## config.mk

```make
export PLATFORM = sky130hd
export DESIGN_NAME = apt_audio_tx
export DESIGN_NICKNAME = d
export VERILOG_FILES = /design/src/apt_pkg.sv /design/src/apt_audio_tx.sv
export VERILOG_INCLUDE_DIRS = /design/src
export SDC_FILE = /design/constraint.sdc
export NUM_CORES = 1
export LEC_CHECK = 0
export BUFFER_PORTS_ARGS = -buffer_cell sky130_fd_sc_hd__buf_2
export CAP_MARGIN = 20
export CORE_UTILIZATION = 49
export DETAILED_ROUTE_END_ITERATION = 10
export PLACE_DENSITY_LB_ADDON = 0.08
export SETUP_SLACK_MARGIN = 0.3
export SLEW_MARGIN = 25
export SYNTH_ARGS = -nofsm -noshare
export SYNTH_HDL_FRONTEND = slang
export SYNTH_HIERARCHICAL = 1
export SYNTH_SLANG_ARGS = --single-unit
export TNS_END_PERCENT = 1
```

## constraint.sdc

```tcl
create_clock -name pclk -period 10.35 [get_ports pclk]
set_input_delay 0 -clock pclk [delete_from_list [all_inputs] [get_ports pclk]]
set_output_delay 0 -clock pclk [all_outputs]
set_load 0.02 [all_outputs]
```

## src/apt_defs.svh

```systemverilog
`ifndef APT_DEFS_SVH
`define APT_DEFS_SVH

// Register byte offsets
`define APT_OFS_CTRL      12'h300
`define APT_OFS_CHAN      12'h304
`define APT_OFS_INFO      12'h308
`define APT_OFS_MVAL      12'h328
`define APT_OFS_NVAL      12'h32c
`define APT_OFS_EXT_LO    12'h330
`define APT_OFS_EXT_HI    12'h350

// Field positions and widths
`define APT_CTRL_EN_BIT   0
`define APT_CHAN_W        3
`define APT_MN_W          24

// Reset values
`define APT_RST_CTRL      1'h0
`define APT_RST_CHAN      3'h0

// Packet sizes in 32-bit words
`define APT_INFO_WORDS    8
`define APT_EXT_WORDS     9

// Audio timing figures
`define APT_N_DEFAULT     32768
`define APT_M_SCALE       24'h000200

`endif

```

## src/apt_pkg.sv

```systemverilog
package apt_pkg;

  typedef enum logic [2:0] {
    APT_IDLE = 3'h0,
    APT_SAMP = 3'h1,
    APT_INFO = 3'h3,
    APT_EXT  = 3'h2
  } apt_state_t;

  typedef enum logic [1:0] {
    APT_KIND_SAMPLE = 2'h0,
    APT_KIND_INFO   = 2'h1,
    APT_KIND_EXT    = 2'h2
  } apt_kind_t;

  typedef struct packed {
    apt_kind_t   kind;
    logic        sof;
    logic        eof;
    logic [31:0] data;
  } apt_word_t;

endpackage : apt_pkg

```

## src/apt_audio_tx.sv

```systemverilog
// What this block does
// - Audio packets start only while the enable bit is set; a packet already started runs to its end.
// - Three-bit channel count sets how many samples each audio packet gathers.
// - First info word holds header bytes 0 to 3, low lane first.
// - Data bytes renumbered from zero; word two holds bytes 3 down to 0.
// - A 24-bit M value is computed from synchronous clocks and readable.
// - A 24-bit N value is kept for synchronous clocks and readable.
// - One 32-byte extension packet is stored at a time.
// - First extension word holds header bytes 0 to 3; word two data 31..28.

`include "apt_defs.svh"

module apt_fifo #(
  parameter int WIDTH = 32,
  parameter int DEPTH = 16
) (
  input  wire logic             pclk,
  input  wire logic             presetn,
  input  wire logic             in_valid,
  output logic                  in_ready,
  input  wire logic [WIDTH-1:0] in_data,
  output logic                  out_valid,
  input  wire logic             out_ready,
  output logic [WIDTH-1:0]      out_data
);
  localparam int AW = $clog2(DEPTH);

  logic [WIDTH-1:0] mem [DEPTH];
  logic [AW:0]      wr_ptr_reg;
  logic [AW:0]      rd_ptr_reg;

  wire push  = in_valid & in_ready;
  wire pop   = out_valid & out_ready;
  wire empty = wr_ptr_reg == rd_ptr_reg;
  wire full  = (wr_ptr_reg[AW] != rd_ptr_reg[AW]) &&
               (wr_ptr_reg[AW-1:0] == rd_ptr_reg[AW-1:0]);

  assign in_ready  = ~full;
  assign out_valid = ~empty;
  assign out_data  = mem[rd_ptr_reg[AW-1:0]];

  always_ff @(posedge pclk) begin
    if (push) begin
      mem[wr_ptr_reg[AW-1:0]] <= in_data;
    end
  end

  always_ff @(posedge pclk or negedge presetn) begin
    if (!presetn) begin
      wr_ptr_reg <= '0;
      rd_ptr_reg <= '0;
    end else begin
      wr_ptr_reg <= wr_ptr_reg + (AW+1)'(push);
      rd_ptr_reg <= rd_ptr_reg + (AW+1)'(pop);
    end
  end
endmodule : apt_fifo

module apt_audio_tx #(
  parameter int N_WINDOW   = `APT_N_DEFAULT,
  parameter int FIFO_DEPTH = 16
) (
  input  wire logic              pclk,
  input  wire logic              presetn,
  input  wire logic              psel,
  input  wire logic              penable,
  input  wire logic              pwrite,
  input  wire logic [11:0]       paddr,
  input  wire logic [31:0]       pwdata,
  output logic [31:0]            prdata,
  output logic                   pready,
  output logic                   pslverr,
  input  wire logic              lnk_clk_in,
  input  wire logic              aud_fs_in,
  input  wire logic              aud_in_valid,
  output logic                   aud_in_ready,
  input  wire logic [31:0]       aud_in_data,
  output logic                   pk_valid,
  input  wire logic              pk_ready,
  output apt_pkg::apt_word_t     pk_word
);
  import apt_pkg::*;

  function automatic logic [3:0] samples_per_pkt(input logic [2:0] cnt);
    samples_per_pkt = (cnt == 3'h0) ? 4'h1 : {1'b0, cnt};
  endfunction : samples_per_pkt

  function automatic logic [3:0] wrap_inc(input logic [3:0] ptr, input logic [3:0] last);
    wrap_inc = (ptr == last) ? 4'h0 : ptr + 4'h1;
  endfunction : wrap_inc

  // Pin synchronisers and edge detection
  logic [2:0] lnk_sync_reg;
  logic [2:0] fs_sync_reg;

  always_ff @(posedge pclk or negedge presetn) begin
    if (!presetn) begin
      lnk_sync_reg <= 3'h0;
      fs_sync_reg  <= 3'h0;
    end else begin
      lnk_sync_reg <= {lnk_sync_reg[1:0], lnk_clk_in};
      fs_sync_reg  <= {fs_sync_reg[1:0], aud_fs_in};
    end
  end

  wire link_tick = lnk_sync_reg[1] & ~lnk_sync_reg[2];
  wire fs_tick   = fs_sync_reg[1] & ~fs_sync_reg[2];

  // APB decode
  wire setup_ph = psel & ~penable;
  wire access   = psel & penable;
  wire wr_acc   = access & pwrite;
  wire hit_ctrl = paddr == `APT_OFS_CTRL;
  wire hit_chan = paddr == `APT_OFS_CHAN;
  wire hit_info = paddr == `APT_OFS_INFO;
  wire hit_mval = paddr == `APT_OFS_MVAL;
  wire hit_nval = paddr == `APT_OFS_NVAL;
  wire hit_ext  = (paddr >= `APT_OFS_EXT_LO) && (paddr <= `APT_OFS_EXT_HI) &&
                  (paddr[1:0] == 2'h0);
  wire mapped   = hit_ctrl | hit_chan | hit_info | hit_mval | hit_nval | hit_ext;

  assign pready  = 1'b1;
  assign pslverr = access & ~mapped;

  // Control registers
  logic                    en_reg;
  logic [`APT_CHAN_W-1:0]  chan_reg;
  logic [31:0]             prdata_reg;

  always_ff @(posedge pclk or negedge presetn) begin
    if (!presetn) begin
      en_reg   <= `APT_RST_CTRL;
      chan_reg <= `APT_RST_CHAN;
    end else begin
      if (wr_acc && hit_ctrl) begin
        en_reg <= pwdata[`APT_CTRL_EN_BIT];
      end
      if (wr_acc && hit_chan) begin
        chan_reg <= pwdata[`APT_CHAN_W-1:0];
      end
    end
  end

  // Keyhole packet stores
  logic [31:0] info_mem [`APT_INFO_WORDS];
  logic [31:0] ext_mem  [`APT_EXT_WORDS];
  logic [3:0]  info_ptr_reg;
  logic [3:0]  ext_ptr_reg;
  logic        info_pend_reg;
  logic        ext_pend_reg;
  logic        info_done;
  logic        ext_done;

  localparam logic [3:0] INFO_LAST = 4'(`APT_INFO_WORDS - 1);
  localparam logic [3:0] EXT_LAST  = 4'(`APT_EXT_WORDS - 1);

  wire info_wr   = wr_acc & hit_info;
  wire ext_wr    = wr_acc & hit_ext;
  wire info_full = info_wr & (info_ptr_reg == INFO_LAST);
  wire ext_full  = ext_wr & (ext_ptr_reg == EXT_LAST);

  always_ff @(posedge pclk) begin
    if (info_wr) begin
      info_mem[info_ptr_reg[2:0]] <= pwdata;
    end
    if (ext_wr) begin
      ext_mem[ext_ptr_reg] <= pwdata;
    end
  end

  always_ff @(posedge pclk or negedge presetn) begin
    if (!presetn) begin
      info_ptr_reg  <= 4'h0;
      ext_ptr_reg   <= 4'h0;
      info_pend_reg <= 1'b0;
      ext_pend_reg  <= 1'b0;
    end else begin
      if (info_wr) begin
        info_ptr_reg <= wrap_inc(info_ptr_reg, INFO_LAST);
      end
      if (ext_wr) begin
        ext_ptr_reg <= wrap_inc(ext_ptr_reg, EXT_LAST);
      end
      if (info_full) begin
        info_pend_reg <= 1'b1;
      end else if (info_done) begin
        info_pend_reg <= 1'b0;
      end
      if (ext_full) begin
        ext_pend_reg <= 1'b1;
      end else if (ext_done) begin
        ext_pend_reg <= 1'b0;
      end
    end
  end

  // Audio M and N values
  localparam logic [`APT_MN_W-1:0] N_VALUE = `APT_MN_W'(N_WINDOW);
  localparam logic [`APT_MN_W-1:0] N_LAST  = `APT_MN_W'(N_WINDOW - 1);

  logic [`APT_MN_W-1:0] n_cnt_reg;
  logic [`APT_MN_W-1:0] m_acc_reg;
  logic [`APT_MN_W-1:0] m_val_reg;

  wire                  win_end = link_tick & (n_cnt_reg == N_LAST);
  wire [`APT_MN_W-1:0]  m_add   = fs_tick ? `APT_M_SCALE : '0;
  wire [`APT_MN_W-1:0]  m_sum   = m_acc_reg + m_add;

  always_ff @(posedge pclk or negedge presetn) begin
    if (!presetn) begin
      n_cnt_reg <= '0;
      m_acc_reg <= '0;
      m_val_reg <= '0;
    end else begin
      if (link_tick) begin
        n_cnt_reg <= win_end ? '0 : n_cnt_reg + `APT_MN_W'(1);
      end
      m_acc_reg <= win_end ? '0 : m_sum;
      if (win_end) begin
        m_val_reg <= m_sum;
      end
    end
  end

  // Read data, captured in the setup phase
  logic [31:0] rd_mux;

  always_comb begin
    rd_mux = 32'h0;
    if (hit_ctrl) begin
      rd_mux = {31'h0, en_reg};
    end else if (hit_chan) begin
      rd_mux = {29'h0, chan_reg};
    end else if (hit_mval) begin
      rd_mux = {8'h0, m_val_reg};
    end else if (hit_nval) begin
      rd_mux = {8'h0, N_VALUE};
    end
  end

  always_ff @(posedge pclk or negedge presetn) begin
    if (!presetn) begin
      prdata_reg <= 32'h0;
    end else if (setup_ph && !pwrite) begin
      prdata_reg <= rd_mux;
    end
  end

  assign prdata = prdata_reg;

  // Sample buffer
  logic        fifo_valid;
  logic        fifo_pop;
  logic [31:0] fifo_data;

  apt_fifo #(
    .WIDTH (32),
    .DEPTH (FIFO_DEPTH)
  ) u_fifo (
    .pclk      (pclk),
    .presetn   (presetn),
    .in_valid  (aud_in_valid),
    .in_ready  (aud_in_ready),
    .in_data   (aud_in_data),
    .out_valid (fifo_valid),
    .out_ready (fifo_pop),
    .out_data  (fifo_data)
  );

  // Packet sequencer, paced by link clock edges
  apt_state_t  state_reg;
  apt_state_t  state_next;
  logic [3:0]  idx_reg;
  logic [3:0]  idx_next;
  apt_word_t   out_reg;
  apt_word_t   word_next;
  logic        out_valid_reg;
  logic        load;

  wire       xfer     = out_valid_reg & pk_ready;
  wire       can_load = link_tick & (~out_valid_reg | xfer);
  wire [3:0] samp_n   = samples_per_pkt(chan_reg);

  always_comb begin
    state_next = state_reg;
    idx_next   = idx_reg;
    word_next  = out_reg;
    load       = 1'b0;
    fifo_pop   = 1'b0;
    info_done  = 1'b0;
    ext_done   = 1'b0;
    case (state_reg)
      APT_IDLE: begin
        if (en_reg && can_load) begin
          idx_next = 4'h0;
          if (ext_pend_reg) begin
            state_next = APT_EXT;
          end else if (info_pend_reg) begin
            state_next = APT_INFO;
          end else if (fifo_valid) begin
            load       = 1'b1;
            word_next  = '{APT_KIND_SAMPLE, 1'b1, 1'b0, {29'h0, chan_reg}};
            state_next = APT_SAMP;
          end
        end
      end
      APT_SAMP: begin
        if (can_load && fifo_valid) begin
          load      = 1'b1;
          fifo_pop  = 1'b1;
          word_next = '{APT_KIND_SAMPLE, 1'b0, idx_reg == samp_n - 4'h1, fifo_data};
          idx_next  = idx_reg + 4'h1;
          if (idx_reg == samp_n - 4'h1) begin
            state_next = APT_IDLE;
          end
        end
      end
      APT_INFO: begin
        if (can_load) begin
          load      = 1'b1;
          word_next = '{APT_KIND_INFO, idx_reg == 4'h0, idx_reg == INFO_LAST,
                        info_mem[idx_reg[2:0]]};
          idx_next  = idx_reg + 4'h1;
          if (idx_reg == INFO_LAST) begin
            info_done  = 1'b1;
            state_next = APT_IDLE;
          end
        end
      end
      APT_EXT: begin
        if (can_load) begin
          load      = 1'b1;
          word_next = '{APT_KIND_EXT, idx_reg == 4'h0, idx_reg == EXT_LAST,
                        ext_mem[idx_reg]};
          idx_next  = idx_reg + 4'h1;
          if (idx_reg == EXT_LAST) begin
            ext_done   = 1'b1;
            state_next = APT_IDLE;
          end
        end
      end
      default: begin
        state_next = APT_IDLE;
      end
    endcase
  end

  always_ff @(posedge pclk or negedge presetn) begin
    if (!presetn) begin
      state_reg     <= APT_IDLE;
      idx_reg       <= 4'h0;
      out_reg       <= '0;
      out_valid_reg <= 1'b0;
    end else begin
      state_reg <= state_next;
      idx_reg   <= idx_next;
      if (load) begin
        out_reg <= word_next;
      end
      if (load) begin
        out_valid_reg <= 1'b1;
      end else if (xfer) begin
        out_valid_reg <= 1'b0;
      end
    end
  end

  assign pk_valid = out_valid_reg;
  assign pk_word  = out_reg;
endmodule : apt_audio_tx

```

==> results <==
- Clock latency on the worst-skew pair, taken at its later pin, is 0.70 ns.
- The startpoint identified for the worst register-to-register timing path is u_fifo/rd_ptr_reg[2].
- The count of max-cap constraint violations is 0.
- The congestion estimate from routability-driven global placement came to 0.8134.
- The library cell contributing the largest single delay on the critical path is nor3_2.
- The share of layout cells above drive strength 1 is between 20% and 30%.
- The net load switching power is 3.705 mW.
- The worst path meets setup with 5.806 ns of slack.
- The run finished with clean final reports.
- The class of the most critical hold timing path is input port to flop.
- The distinct cell type count after synthesis is 59.
- The total wire length is around 110 mm.
- The worst-margin pin slew is 1.024 ns.
- Counting tap cells, the placed design contains a total of ~3800 instances.
- The mean instance size in the synthesized netlist is about 19 sq um.
- The share of total power dissipated in the clock network is 32.9%.
- The combined global-route utilization of all metal layers is a little under a quarter.
- Setup violations remaining at the end of the flow were counted as 0.
- The core footprint is 95010 sq um.
- The final worst-path cycle share is 43.90%.
- Sequential cells burn 45.1% of the power.
- The highest clock frequency the design can meet is approximately 0.22 GHz.
- The number of endpoints with negative hold slack in the final report is 0.
- After global routing the overflow that remains totals 0.
- The clock buffer count from CTS is 120.
- The clock period minus final worst setup slack is around 4.5 ns.
- The worst setup path is launched from a flop.
- The signal on the critical path passes through buf_4 > xor2_1 > nor4_2 > a21bo_1 > nor3_2 > buf_4.
- Dividing total power by cell area gives a power density of 239.4 nW/um^2.
- The finished cells cover ~54000 sq um.
- The endpoint identified for the worst register-to-register timing path is u_fifo/mem[7][11].
- After detailed routing, the average wire length per cell comes to approximately 28 um.
- The final max-slew violation count is 0.
- The biggest cell delay along the critical path is around 0.94 ns.
- Hold repair after CTS inserted 88 buffers.
- The worst clock skew on the final layout is ~0.023 ns.
- The number of nets still failing antenna checks after routing is 0.
- For this design the static power due to leakage is approximately 18 nW.
- After clock tree synthesis, the setup repair step added 0 buffers.
- After the first detailed-routing iteration, the DRC count stood at around 2400.
- Final hold analysis gives a worst-case slack of roughly 0.12 ns.
- The internal power summed over all cells is 9.234 mW.
- The worst hold path begins at paddr[6].
- The total of cells resized after clock tree synthesis is 0.
- The number of flops mapped to enable cells by yosys is ~1100.
- Prior to clock tree synthesis, the placed netlist has a worst setup slack of 5.737 ns.
- The critical path contains buffers and inverters numbering 2 combined.
- Relative to the synthesized area, the layout overhead comes to 15.06%.
- The warning count from the yosys run is 6.
- For this configuration, the core starts out at a cell density of about half.
- Net switching is 28.64% of the power.
- The die area is about 100000 sq um.
- The average vias per placed instance is 5.970.
- The kind of end point of the critical path is a flop.
- The most repeated library cell on the critical path is buf_4.
- The synthesized design contains about 1200 register bits.
- The reg2reg setup slack is 5.81 ns.
- The worst slew margin relative to its limit is 31.37%.
- The peak supply drop is ~0.21 mV.
- The cell family contributing the most delay on the critical path is buffers and inverters.
- From left edge to right edge, the die measures about 310 um.
- Entering global routing, the biggest net connects 112 pins.
- After detailed placement, the total cell area comes to 49220 sq um.
- The initial antenna violation count is 3.
- The maximum fanout encountered on the critical timing path is 54.
- The sequential area share after synthesis is 75.29%.
- The initialized floorplan defines 113 standard-cell rows.
- After the last flow step, the layout net total stands at approximately 2800.
- The number of H-tree branching levels is 3.
- Input and output buffers added on the ports amount to 147.
- The count of unresolved DRC violations after routing is 0.
- The part of the power in combinational logic is 22.1%.
- The via count of the first global-routing pass was roughly 25000.
- The number of cells on the worst reg-to-reg path is 6.
- Of all flip-flops after synthesis, the portion carrying an async set or reset was 12.15%.
- The clock-pin transition on the worst setup and hold timing paths is 0.06 ns.
- The die is 311.6 um tall.
- The total negative slack for setup checks is 0 ns.
- The synthesized instance count is between 2000 and 2500.
- Setup repair after global routing left no endpoint under its margin.
- In this run the clock root is driven by a clkbuf_16.
- Once layout is complete, the cells apart from fillers number slightly above 4000.
- The flip-flop count of the largest register after layout is 512.
- The destination of the worst hold path is prdata[19].
- Data on the critical path is required at its endpoint by 10.68 ns.
- The number of top-level design ports is 157.
- The most used flip-flop cell after synthesis is edfxtp_1.
- The number of iterations in the first detailed-routing pass is 5.
- The worst setup path is of the flop to flop kind.
- The wire length of the first global-routing pass is between 150 and 200 mm.
- The number of logic stages on the critical path including buffering is 6.
- Data arrives at the worst endpoint at 4.87 ns.
- The TritonCTS clock tree is built.
- The clock passes through at most 3 buffers.
- The number of sinks driven by the clock tree is about 1200.
- The cell area that synthesis handed to floorplanning was 46970 sq um.
- The number of vias in the routed layout is around 24000.
- The worst hold path passes through 6 cells.
- The final HPWL from detailed placement is 62.87 mm.
power groups by stage:
stage	sequential [mW]	combinational, mW	clock (mW)
2_1_floorplan	5.86	1.97	0
3_3_place_gp	5.96	2.80	0
3_5_place_dp	5.97	2.82	0
4_1_cts	5.87	2.85	4.34
5_1_grt	5.86	3.05	4.53
6_report	5.83	2.85	4.25
per-stage QoR:
stage | power, mW | util, %
detailed placement | 8.789 | 51.81
global route | 13.44 | 56.88
global placement | 8.756 | 51.81
floorplan | 7.830 | -
CTS | 13.06 | 56.85
finish | 12.94 | 56.88
cell usage after synthesis, drive strengths merged (20+ instances only):
library cell | count | share of area [%]
o211ai | 20 | 0.32
nor2 | 81 | 0.65
nand2 | 62 | 0.50
nand3 | 23 | 0.25
mux2i | 191 | 4.1
dfrtp | 146 | 7.8
o21ai | 73 | 0.78
a221oi | 32 | 0.60
buf | 99 | 1.3
xnor2 | 32 | 0.60
a32oi | 32 | 0.60
a22oi | 32 | 0.51
mux4 | 186 | 9.0
a21oi | 42 | 0.45
clkbuf | 54 | 0.43
edfxtp | 1056 | 68
o22ai | 35 | 0.47
routing by layer:
layer	vias up	part of all wire, %	global-route usage, %
met1	13013	45	34.87
met5	-	0.039	0
met3	131	5.7	3.208
met2	777	47	36.86
met4	6	2.3	7.008
li1	10548	-	-
worst reg2reg max path, cell delays in order, from the launching register on:
cell	delay, ns
dfrtp_4	0.89
buf_4	0.89
xor2_1	0.27
nor4_2	0.09
a21bo_1	0.48
nor3_2	0.95
buf_4	0.59
placed cells by master, fill, tap and decap left out, types with 35 or more instances in the layout:
| cell | instances |
|---|---|
| mux4_2 | 172 |
| nand2_1 | 62 |
| clkbuf_16 | 122 |
| o21ai_0 | 40 |
| o22ai_1 | 35 |
| buf_4 | 61 |
| a21oi_1 | 42 |
| buf_2 | 146 |
| mux2i_1 | 191 |
| dfrtp_1 | 138 |
| dlygate4sd3_1 | 87 |
| nor2_1 | 73 |
| edfxtp_1 | 1056 |
layout make-up:
type / instances / area [sq um]
Fill cell: 7215 / 40970
Tap cell: 1265 / 1583
Clock buffer: 156 / 3271
Sequential cell: 1202 / 35390
Antenna cell: 1 / 2.502
Multi-Input combinational cell: 1086 / 10940
Inverter: 19 / 71.32
Timing Repair Buffer: 299 / 2166
Clock inverter: 72 / 625.6
worst max-delay path by stage:
stage,start,end
after floorplan,paddr[2],ext_mem[3][0]
final,u_fifo/rd_ptr_reg[2],u_fifo/mem[7][11]
after global placement,u_fifo/rd_ptr_reg[2],u_fifo/mem[7][17]
after global routing,u_fifo/rd_ptr_reg[2],u_fifo/mem[7][11]
after detailed placement,u_fifo/rd_ptr_reg[2],u_fifo/mem[7][17]
after CTS,u_fifo/rd_ptr_reg[2],u_fifo/mem[7][11]
logic make-up after synthesis:
family          after synthesis  share of synthesized area [%]
other cells                   2                        0.01599
simple gates                291                          3.149
fa+ha+maj                    15                         0.3996
buf+inv                     172                          1.902
mux                         393                          13.48
xor+xnor                     50                         0.9323
flops                      1202                          75.29
compound gates              328                          4.829
Note: power is estimated with default switching activity, not from simulation.
